[src/air_pkg.sv]
// Purpose: Shared constants and types for the accessory event mask and timing registers.
// Assumes: Registers are reached over the two-wire serial target port at one 8-bit address space.
// Notes: Offsets are the byte addresses on the serial bus.
// How it works
// - Status two read-clears; events set bits.
// - Mask one: read/write, resets zero.
// - Mask two: bits 4:1 writable, resets zero.
// - Read-only id resistance code, reset 1f.
// - Timing one: press and detect fields.
package air_pkg;
    localparam logic [6:0] AIR_DEV_ADDR = 7'h25;
    localparam logic [7:0] AIR_OFS_STATUS_TWO = 8'h04;
    localparam logic [7:0] AIR_OFS_MASK_ONE = 8'h05;
    localparam logic [7:0] AIR_OFS_MASK_TWO = 8'h06;
    localparam logic [7:0] AIR_OFS_ID_CODE = 8'h07;
    localparam logic [7:0] AIR_OFS_TIMING_ONE = 8'h08;
    localparam logic [7:0] AIR_OFS_TIMING_TWO = 8'h09;
    localparam logic [7:0] AIR_RST_STATUS_TWO = 8'h00;
    localparam logic [7:0] AIR_RST_MASK = 8'h00;
    localparam logic [7:0] AIR_RST_ID_CODE = 8'h1f;
    localparam logic [7:0] AIR_RST_TIMING = 8'h00;
    localparam logic [7:0] AIR_STAT2_USED = 8'h1e;
    localparam int AIR_STAT2_LSB = 1;
    localparam int AIR_ID_CODE_W = 5;
    localparam logic [3:0] AIR_BITS_PER_BYTE = 4'h8;

    typedef enum logic [3:0] {
        AIR_IDLE = 4'b0000,
        AIR_ADDR = 4'b0001,
        AIR_ADDR_ACK = 4'b0010,
        AIR_REG = 4'b0011,
        AIR_REG_ACK = 4'b0100,
        AIR_WDATA = 4'b0101,
        AIR_WDATA_ACK = 4'b0110,
        AIR_TX = 4'b0111,
        AIR_TX_ACK = 4'b1000
    } air_state_t;
endpackage

[src/air_bus_if.sv]
// Purpose: Byte access path between the serial target engine and the register file.
// Assumes: Strobes are one-cycle and combinational from the engine.
// Notes: Read data is combinational from the register file.
interface air_bus_if;
    logic rd_stb;
    logic wr_stb;
    logic [7:0] addr;
    logic [7:0] wdata;
    logic [7:0] rdata;
    modport engine (output rd_stb, output wr_stb, output addr, output wdata, input rdata);
    modport regs (input rd_stb, input wr_stb, input addr, input wdata, output rdata);
endinterface

[src/air_reg_file.sv]
// Purpose: Holds status two, both masks, the id resistance code and both timing registers.
// Assumes: Event inputs are synchronous one-cycle or level requests from the detection logic.
// Notes: Reserved bits are stored as zero and read as zero.
module air_reg_file #(
    parameter int ID_W = air_pkg::AIR_ID_CODE_W
) (
    input wire logic sys_clk_i,
    input wire logic rst_n_i,
    input wire logic ce_i,
    air_bus_if.regs bus,
    input wire logic [3:0] events_i,
    input wire logic [ID_W-1:0] id_code_i,
    output logic [7:0] status_two_o,
    output logic [7:0] mask_one_o,
    output logic [7:0] mask_two_o,
    output logic [7:0] id_code_o,
    output logic [7:0] timing_one_o,
    output logic [7:0] timing_two_o
);
    import air_pkg::*;

    typedef struct packed {
        logic [7:0] s2;
        logic [7:0] m1;
        logic [7:0] m2;
        logic [7:0] id;
        logic [7:0] t1;
        logic [7:0] t2;
    } air_regs_t;

    air_regs_t r;
    air_regs_t next_r;

    if (ID_W < 1 || ID_W > 8) begin : g_bad_width
        $error("id code width must be 1 to 8");
    end

    function automatic logic [7:0] read_mux(input logic [7:0] a, input air_regs_t q);
        case (a)
            AIR_OFS_STATUS_TWO: read_mux = q.s2;
            AIR_OFS_MASK_ONE: read_mux = q.m1;
            AIR_OFS_MASK_TWO: read_mux = q.m2;
            AIR_OFS_ID_CODE: read_mux = q.id;
            AIR_OFS_TIMING_ONE: read_mux = q.t1;
            AIR_OFS_TIMING_TWO: read_mux = q.t2;
            default: read_mux = 8'h00;
        endcase
    endfunction

    assign bus.rdata = read_mux(bus.addr, r);

    always_comb begin
        next_r = r;
        next_r.id = 8'h00;
        next_r.id[ID_W-1:0] = id_code_i;
        if (bus.wr_stb) begin
            case (bus.addr)
                AIR_OFS_MASK_ONE: next_r.m1 = bus.wdata;
                AIR_OFS_MASK_TWO: next_r.m2 = bus.wdata & AIR_STAT2_USED;
                AIR_OFS_TIMING_ONE: next_r.t1 = bus.wdata;
                AIR_OFS_TIMING_TWO: next_r.t2 = bus.wdata;
                default: next_r.t2 = r.t2;
            endcase
        end
        if (bus.rd_stb && bus.addr == AIR_OFS_STATUS_TWO) begin
            next_r.s2 = AIR_RST_STATUS_TWO;
        end
        next_r.s2 = next_r.s2 | ({4'h0, events_i} << AIR_STAT2_LSB);
    end

    always_ff @(posedge sys_clk_i or negedge rst_n_i) begin
        if (!rst_n_i) begin
            r <= '{s2: AIR_RST_STATUS_TWO, m1: AIR_RST_MASK, m2: AIR_RST_MASK,
                   id: AIR_RST_ID_CODE, t1: AIR_RST_TIMING, t2: AIR_RST_TIMING};
        end else if (ce_i) begin
            r <= next_r;
        end
    end

    assign status_two_o = r.s2;
    assign mask_one_o = r.m1;
    assign mask_two_o = r.m2;
    assign id_code_o = r.id;
    assign timing_one_o = r.t1;
    assign timing_two_o = r.t2;
endmodule

[src/air_regs_top.sv]
// Purpose: Two-wire serial target that reaches the accessory mask, status and timing registers.
// Assumes: Serial lines are synchronous to sys_clk_i and held stable for several clocks per phase.
// Notes: The data line is open drain; the pin is pulled low while sda_oe_o is high.
module air_regs_top #(
    parameter int ID_W = air_pkg::AIR_ID_CODE_W
) (
    input wire logic sys_clk_i,
    input wire logic arst_n_i,
    input wire logic ce_i,
    input wire logic scl_i,
    input wire logic sda_i,
    output logic sda_o,
    output logic sda_oe_o,
    input wire logic stuck_key_recovered_i,
    input wire logic stuck_key_detected_i,
    input wire logic valid_resistance_i,
    input wire logic reserved_attach_i,
    input wire logic [ID_W-1:0] id_code_i,
    output logic [7:0] status_two_o,
    output logic [7:0] mask_one_o,
    output logic [7:0] mask_two_o,
    output logic [7:0] id_code_o,
    output logic [3:0] press_time_o,
    output logic [3:0] detect_time_o,
    output logic [3:0] wait_time_o,
    output logic [3:0] long_press_time_o
);
    import air_pkg::*;

    typedef struct packed {
        air_state_t st;
        logic scl_q;
        logic sda_q;
        logic [7:0] sh;
        logic [3:0] cnt;
        logic [7:0] ptr;
        logic rw;
        logic ack;
        logic oe;
        logic sda;
    } air_ctl_t;

    // Both line copies reset to the idle high level, so no false START follows reset.
    localparam air_ctl_t AIR_CTL_RST = '{
        st: AIR_IDLE,
        scl_q: 1'b1,
        sda_q: 1'b1,
        sh: 8'h00,
        cnt: 4'h0,
        ptr: 8'h00,
        rw: 1'b0,
        ack: 1'b0,
        oe: 1'b0,
        sda: 1'b0
    };

    logic [1:0] rst_sync;
    logic rst_n;
    air_ctl_t r;
    air_ctl_t next_r;
    logic [7:0] timing_one;
    logic [7:0] timing_two;

    air_bus_if bus ();

    // The id code travels in one byte-wide register.
    if (ID_W < 1 || ID_W > 8) begin : g_bad_id_width
        $error("id code width must be 1 to 8");
    end

    function automatic logic byte_full(input logic [3:0] c);
        byte_full = (c == AIR_BITS_PER_BYTE);
    endfunction

    // The register pointer wraps from the top address back to zero.
    function automatic logic [7:0] ptr_step(input logic [7:0] p);
        ptr_step = p + 8'h01;
    endfunction

    // The reset synchroniser keeps running while the clock enable is low.
    always_ff @(posedge sys_clk_i or negedge arst_n_i) begin
        if (!arst_n_i) begin
            rst_sync <= 2'b00;
        end else begin
            rst_sync <= {rst_sync[0], 1'b1};
        end
    end
    assign rst_n = rst_sync[1];

    // Line edges are judged against the levels taken on the last enabled cycle.
    always_comb begin
        logic rise;
        logic fall;
        logic start;
        logic stop;
        rise = 1'b0;
        fall = 1'b0;
        start = 1'b0;
        stop = 1'b0;
        next_r = r;
        bus.rd_stb = 1'b0;
        bus.wr_stb = 1'b0;
        bus.addr = r.ptr;
        bus.wdata = r.sh;
        rise = !r.scl_q && scl_i;
        fall = r.scl_q && !scl_i;
        start = r.scl_q && scl_i && r.sda_q && !sda_i;
        stop = r.scl_q && scl_i && !r.sda_q && sda_i;
        next_r.scl_q = scl_i;
        next_r.sda_q = sda_i;
        case (r.st)
            AIR_ADDR, AIR_REG, AIR_WDATA: begin
                if (rise) begin
                    next_r.sh = {r.sh[6:0], sda_i};
                    next_r.cnt = r.cnt + 4'h1;
                end else if (fall && byte_full(r.cnt)) begin
                    next_r.oe = 1'b1;
                    if (r.st == AIR_ADDR) begin
                        next_r.rw = r.sh[0];
                        next_r.st = (r.sh[7:1] == AIR_DEV_ADDR) ? AIR_ADDR_ACK : AIR_IDLE;
                        next_r.oe = (r.sh[7:1] == AIR_DEV_ADDR);
                    end else if (r.st == AIR_REG) begin
                        next_r.ptr = r.sh;
                        next_r.st = AIR_REG_ACK;
                    end else begin
                        bus.wr_stb = 1'b1;
                        next_r.ptr = ptr_step(r.ptr);
                        next_r.st = AIR_WDATA_ACK;
                    end
                end
            end
            AIR_ADDR_ACK, AIR_TX_ACK: begin
                if (rise) begin
                    next_r.ack = !sda_i;
                end else if (fall) begin
                    next_r.cnt = 4'h0;
                    next_r.oe = 1'b0;
                    if (r.rw && (r.st == AIR_ADDR_ACK || r.ack)) begin
                        // Loading a byte is the read that clears status two.
                        bus.rd_stb = 1'b1;
                        next_r.sh = bus.rdata;
                        next_r.oe = !bus.rdata[7];
                        next_r.ptr = ptr_step(r.ptr);
                        next_r.st = AIR_TX;
                    end else begin
                        next_r.st = r.rw ? AIR_IDLE : AIR_REG;
                    end
                end
            end
            // The acknowledge is let go on the falling edge that ends its pulse.
            AIR_REG_ACK, AIR_WDATA_ACK: begin
                if (fall) begin
                    next_r.cnt = 4'h0;
                    next_r.oe = 1'b0;
                    next_r.st = AIR_WDATA;
                end
            end
            AIR_TX: begin
                if (rise) begin
                    next_r.cnt = r.cnt + 4'h1;
                end else if (fall) begin
                    if (byte_full(r.cnt)) begin
                        next_r.oe = 1'b0;
                        next_r.st = AIR_TX_ACK;
                    end else begin
                        // The next bit goes out one cycle after the falling edge is seen.
                        next_r.sh = {r.sh[6:0], 1'b0};
                        next_r.oe = !r.sh[6];
                    end
                end
            end
            default: next_r.st = AIR_IDLE;
        endcase
        // A START or STOP ends whatever byte was in flight.
        if (start) begin
            next_r.st = AIR_ADDR;
            next_r.cnt = 4'h0;
            next_r.oe = 1'b0;
        end else if (stop) begin
            next_r.st = AIR_IDLE;
            next_r.oe = 1'b0;
        end
    end

    always_ff @(posedge sys_clk_i or negedge rst_n) begin
        if (!rst_n) begin
            r <= AIR_CTL_RST;
        end else if (ce_i) begin
            r <= next_r;
        end
    end

    air_reg_file #(
        .ID_W(ID_W)
    ) u_regs (
        .sys_clk_i(sys_clk_i),
        .rst_n_i(rst_n),
        .ce_i(ce_i),
        .bus(bus.regs),
        .events_i({stuck_key_recovered_i, stuck_key_detected_i, valid_resistance_i,
                   reserved_attach_i}),
        .id_code_i(id_code_i),
        .status_two_o(status_two_o),
        .mask_one_o(mask_one_o),
        .mask_two_o(mask_two_o),
        .id_code_o(id_code_o),
        .timing_one_o(timing_one),
        .timing_two_o(timing_two)
    );

    // The open-drain data pin never drives high, so sda_o stays low.
    assign sda_o = r.sda;
    assign sda_oe_o = r.oe;
    assign press_time_o = timing_one[7:4];
    assign detect_time_o = timing_one[3:0];
    assign wait_time_o = timing_two[7:4];
    assign long_press_time_o = timing_two[3:0];
endmodule

[config.mk]
export PLATFORM = sky130hd
export DESIGN_NAME = air_regs_top
export DESIGN_NICKNAME = d
export VERILOG_FILES = /design/src/air_pkg.sv /design/src/air_bus_if.sv /design/src/air_reg_file.sv /design/src/air_regs_top.sv
export SDC_FILE = /design/constraint.sdc
export NUM_CORES = 1
export LEC_CHECK = 0
export BUFFER_PORTS_ARGS = -buffer_cell sky130_fd_sc_hd__buf_2
export CAP_MARGIN = 20
export CORE_MARGIN = 4
export CORE_UTILIZATION = 60
export CTS_BUF_LIST = sky130_fd_sc_hd__clkbuf_8 sky130_fd_sc_hd__clkbuf_16
export DETAILED_ROUTE_END_ITERATION = 10
export MAX_ROUTING_LAYER = met4
export PLACE_DENSITY = 0.84
export SYNTH_ARGS = -nofsm -noshare
export SYNTH_HDL_FRONTEND = slang
export SYNTH_SLANG_ARGS = --single-unit
[constraint.sdc]
create_clock -name sys_clk_i -period 3.77 [get_ports sys_clk_i]
set_input_delay 0.1885 -clock sys_clk_i [delete_from_list [all_inputs] [get_ports sys_clk_i]]
set_output_delay 0.1885 -clock sys_clk_i [all_outputs]
set_load 0.02 [all_outputs]
== Yosys cells after proc, flatten, opt, wreduce, memory -nomap -nowiden ==
Index checks and enable logic that the tools add are counted.

* Bits in registers: 72
* Input bits: 14
* Output and inout bits: 50
* Word-level logic and storage cells: 153

* $add $sub $neg: 2
* Equality and inequality tests: 39
* Muxes and demuxes: 59
* Bitwise gates (word level): 2
* Reductions and logical operators: 35

{| class="wikitable"
|+ Operators with widths
! operator !! count
|-
| $mux W8 || 8
|-
| $mux W4 || 14
|-
| $pmux W8 S6 || 1
|-
| $mux W20 || 2
|-
| $eq A8 B3 Y1 const B || 4
|-
| $ne A4 B4 Y1 const B || 8
|-
| $pmux W4 S4 || 2
|-
| $reduce_and A9 Y1 || 3
|-
| $pmux W8 S3 || 1
|-
| $mux W1 || 22
|-
| $ne A2 B2 Y1 const B || 10
|-
| $mux W9 || 2
|-
| $eq A4 B3 Y1 const B || 4
|-
| $eq A8 B4 Y1 const B || 2
|-
| $pmux W8 S2 || 1
|-
| $ne A3 B3 Y1 const B || 5
|-
| $reduce_and A3 Y1 || 5
|-
| $mux W12 || 1
|-
| $logic_and A1 B1 Y1 || 10
|-
| $add A8 B1 Y8 const B || 1
|-
| $eq A4 B2 Y1 const B || 2
|-
| $eq A4 B4 Y1 const B || 2
|-
| $or A8 B5 Y8 || 1
|-
| $reduce_and A8 Y1 || 1
|-
| 17 further kinds || 25
|}

== Depth between registers and ports, before layout ==
* Word-level depth: 10
* Depth in mapped cells: 9

== Hierarchy ==
From an unflattened synthesis, not the netlist that was laid out.

* Cells, all modules: 369
* Area total of the unflattened synthesis: 4023.9 um^2

{| class="wikitable"
|+ By module, submodules not included
! module !! times used !! cells an instance !! area each (um^2) !! sequential area each (um^2)
|-
| air_regs_top || 1 || 237 || 2180.8 || 778.2
|-
| air_reg_file || 1 || 132 || 1843.0 || 932.1
|}

== Least setup slack after synthesis ==
OpenSTA, ideal clock, no wires.

* Path type: reg2reg
* From: register r[25] in the netlist's numbering
* To: register r (netlist bit bus.addr[1])
* Library setup time: 0.125 ns
* Arrival: 1.945 ns
* Data required time: 3.645 ns
* Setup slack: 1.699 ns
* Stages on the path, launching flop included: 8
* Buffers on the path: 2
* Period minus slack after synthesis: 2.071 ns
* Cell sequence: dfstp_2 -> buf_2 -> nand2b_4 -> or4_4 -> o211ai_4 -> and2_4 -> buf_6 -> mux2_4

* Longest elaborated chain between the ends: 4
* Elaborated cells on any way between the ends: 9
* Classes of those cells: eq/ne: 4; reduce/logical: 5

{| class="wikitable"
|+ Ends and longest elaborated chain
! what !! line !! text
|-
| from (decl) || air_regs_top.sv:59 || <nowiki>air_ctl_t r;</nowiki>
|-
| from (signal assigned) || air_regs_top.sv:189 || <nowiki>r <= next_r;</nowiki>
|-
| $logic_and A1 B1 Y1 / $logic_not A1 Y1 (equally long branches) || air_regs_top.sv:106, air_regs_top.sv:105 ||
|-
| $logic_and A1 B1 Y1, on equally long branches || air_regs_top.sv:116, air_regs_top.sv:105 ||
|-
| $ne A2 B2 Y1 (no source line) || - ||
|-
| $reduce_and A8 Y1 (no source line) * || - ||
|}

Mark *: on every way between the ends. The rest lies on a longest branch, timed or not.
A chain may end at the register's enable or synchronous reset.

== Final worst setup path ==
* From: register r[25] in the netlist's numbering
* To: register u_regs.r (netlist bit u_regs.mask_one_o[3])

* Longest elaborated chain between the ends: 6
* Elaborated cells on any way between the ends: 8
* Classes of those cells: mux: 3; reduce/logical: 5

{| class="wikitable"
|+ Ends and longest elaborated chain
! what !! line !! text
|-
| $logic_and A1 B1 Y1 || air_regs_top.sv:106 || <nowiki>fall = r.scl_q && !scl_i;</nowiki>
|-
| $logic_and A1 B1 Y1 || air_regs_top.sv:116 || <nowiki>end else if (fall && byte_full(r.cnt)) begin</nowiki>
|-
| $mux W1 || air_regs_top.sv:116 ||
|-
| $mux W1 * || air_regs_top.sv:113 || <nowiki>if (rise) begin</nowiki>
|-
| $mux W1 * || air_regs_top.sv:111 || <nowiki>case (r.st)</nowiki>
|-
| $reduce_and A3 Y1 (no source line) * || - ||
|-
| to (signal assigned) || air_reg_file.sv:73 || <nowiki>r <= '{s2: AIR_RST_STATUS_TWO, m1: AIR_RST_MASK, m2: AIR_RST_MASK,</nowiki>
|-
| to (signal assigned) || air_reg_file.sv:76 || <nowiki>r <= next_r;</nowiki>
|-
| to (decl) || air_reg_file.sv:31 || <nowiki>air_regs_t r;</nowiki>
|}

Marks and branches as above.

==> summary.md <==
| Metric | Value |
|---|---|
| CTS Root Cell | `clkbuf_8` |
| Initial Utilization | `63.3%` |
| Max frequency | `397 MHz` |
| GRT Residual Overflow | `0` |
| Post-DP HPWL | `7260 um` |
| Core ar. | `0.00653 mm2` |
| Seq cells post-synth | `68` |
| # hold bufs at CTS | `1` |
| PostCTS Resize Cnt | `0` |
| Sum of negative setup slack | `0 ns` |
| ANT cells | `0` |
| CTS max path bufs | `2` |
| Leakage dissipation | `2.08 nW` |
| Status | `finished clean` |
| RSZ-0062 raised after global routing | `no` |
| Share of cells above drive strength 1 | `33.6%` |
| DIE HEIGHT | `91.0 um` |
| TritonCTS Sinks | `68` |
| Layout net count | `450` |
| Syn Inst Count | `392` |
| I/O Pins | `64` |
| Data required time of the worst path | `4.01 ns` |
| Element type at the critical path start | `flip-flop` |
| DRC violations left | `0` |
| Detailed Routing Iterations Pass 1 | `7` |
| Detail Route Antenna Nets | `0` |
| Largest net degree at the start of global routing | `37` |
| Antenna violations before repair | `0` |
| Crit end category | `flip-flop` |
| Yosys warns | `0` |
| Area growth syn-to-layout | `9.18%` |
| Clock period minus worst slack | `2.52 ns` |
| Die width | `91.0 um` |
| Main synth FF type | `dfrtp_1` |
| # H-tree levels | `3` |
| Reg clk slew, reported paths | `0.08 ns` |
| Non-Filler Instances | `512` |
| Max-slew violations | `0` |
| Final hold vios | `0` |
| Post-Syn Area per Cell | `10.5 um2` |
| Pwr Density | `474 mW/mm2` |
| Sequential fraction of the synthesis area | `41.4%` |
| Post-Route Utilization | `69.1%` |
| Final GP Congestion | `0.928` |
| Slowest cell on crit path | `dfstp_2` |
| MaxCap Viol Count | `0` |
| VDD IR max | `312 uV` |
| Layout Skew | `0.00982 ns` |
| Via count | `3320` |
| Hold crit path type | `primary input to flip-flop` |
| Site Rows | `29` |
| Drt initial violations | `401` |
| Max FO, Critical Path | `11` |
| Final Cycle Share | `66.8%` |
| Post-synth EDFFs | `0` |
| DP Cell Count | `495` |
| Critical path, cell by cell | `nor2b_2 > and4_1 > and2b_4 > and3_1 > mux2_2` |
| Clock buffer count from CTS | `9` |
| Clock Latency Late Sink | `0.35 ns` |
| Setup Viol. Count Final | `0` |
| Post-synth ARST share | `100%` |
| Via density per instance | `6.48` |
| Drt total wl | `10100 um` |
| Die Area | `0.00828 mm2` |
| Cell Area, Synth | `0.00413 mm2` |
| I/O Buffers | `51` |
| Critical path arrival | `2.76 ns` |
| WS Path Type | `flip-flop to flip-flop` |
| Library cells used by synthesis | `73` |
| Relative slew slack | `40.8%` |
| Vias in the first global route | `3124` |
| CTS tree | `yes` |
| WL per Instance | `19.8 um` |
| First-pass GRT wire length | `16600 um` |
| Post-CTS setup buffers | `0` |
| Worst path max stage delay | `0.65 ns` |
| Overall Global Routing Usage | `25.7%` |
| Worst slew pin tran | `0.886 ns` |
| Pwr Total | `0.00214 W` |
-- synthesized netlist by cell type (all sizes together), types with 3 or more instances --
library cell | instances | area share, %
nand2b | 12 | 2.0
o211ai | 3 | 0.88
nor3 | 10 | 1.6
ha | 6 | 1.8
mux2 | 49 | 14
o2bb2ai | 3 | 0.64
and2 | 3 | 0.51
a31oi | 12 | 1.8
o21ai | 17 | 2.1
o22ai | 4 | 0.94
dfstp | 7 | 4.5
clkbuf | 7 | 0.64
nand3 | 16 | 2.2
inv | 10 | 0.91
nand3b | 4 | 0.73
dfrtp | 61 | 37
nor2 | 17 | 1.5
a32oi | 3 | 0.64
buf | 31 | 5.1
a32o | 3 | 0.73
a222oi | 3 | 0.73
a22oi | 11 | 2.0
a21oi | 11 | 1.3
nand2 | 26 | 2.4
nor2b | 7 | 1.1
a22o | 10 | 2.1
-- metal layers --
layer | track usage [%] | share of wire, %
met1 | 37.4 | 45
met2 | 36.7 | 46
met3 | 4.46 | 7.4
met4 | 8.54 | 1.7
met5 | - | 0
-- cells in the final DEF (no fill, tap or decap), types with 3 or more instances in the layout --
cell,count
ha_1,6
mux2_2,41
a222oi_1,3
a22o_1,10
a32o_1,3
conb_1,13
a31oi_1,12
inv_1,10
dfrtp_1,60
nand2b_1,11
buf_2,51
o2bb2ai_1,3
clkbuf_8,9
a21oi_1,11
a22oi_1,11
o21ai_0,17
o22ai_1,3
nor2_1,17
nor2b_1,6
a32oi_1,3
nand3_1,14
dfstp_2,7
nand3b_1,4
nor3_1,8
mux2_4,8
nand2_1,26
-- power breakdown --
group	switching (W)	internal, W
Clock	0.000307	0.000310
Sequential	0.000156	0.000812
Combinational	0.000322	0.000230
-- flip-flops by register name, indices dropped and copies added (netlist names) --
register             flops
sda_oe_o                 1
u_regs.id_code_o         5
u_regs.timing_two_o      8
rst_sync                 2
u_regs.status_two_o      4
u_regs.timing_one_o      8
bus.wdata                8
r                       12
bus.addr                 8
u_regs.mask_two_o        4
u_regs.mask_one_o        8
-- final cells by class --
class                   instances  area, um2
inverters                      10       37.5
clock inverters                 7       75.1
repair buffers                 54        280
multi-input cells             287       2190
clock buffers                   9        124
fillers                       480       2020
flip-flops and latches         68       1710
well taps                      77       96.3
-- critical path: cells and delay by family (launching register included) --
kind,cells,cell delay [ns]
mux,1,0.39
simple gates,4,1.37
flops,1,0.65
-- kinds of logic after synthesis --
group	Yosys count	synth area share, %
AO/OA/AOI/OAI	100	18.3
XOR/XNOR	3	0.818
adder cells (fa/ha/maj)	6	1.82
buffers and inverters	48	6.69
flip-flops	68	41.4
multiplexers	50	14.3
other	2	0.182
AND/OR/NAND/NOR	115	16.5
-- per-stage QoR --
step           setup WS (ns)  instance area [um2]  hold slack, ns
6_report                1.25                 4510          0.0726
5_1_grt                 1.15                 4510          0.0600
4_1_cts                 1.29                 4510          0.0598
3_5_place_dp            1.29                 4300         -0.0253
3_3_place_gp            1.34                 4300         -0.0262
2_1_floorplan           1.70                 4170          -0.107
-- worst paths after layout --
| check | startpoint | to | slack, ns | cells past startpoint |
|---|---|---|---|---|
| max in group asynchronous | rst_sync[1] | u_regs.id_code_o[4] | 2.51 | 1 |
| min in group asynchronous | arst_n_i | rst_sync[1] | 0.16 | 2 |
| worst min register to register | rst_sync[1] | sda_oe_o | 0.34 | 0 |
| worst max register to register | r[25] | u_regs.mask_one_o[3] | 1.25 | 5 |
| worst max-delay path | r[25] | u_regs.mask_one_o[3] | 1.25 | 5 |
| worst min-delay path | valid_resistance_i | u_regs.status_two_o[2] | 0.07 | 2 |
Note: power is estimated with default switching activity, not from simulation.
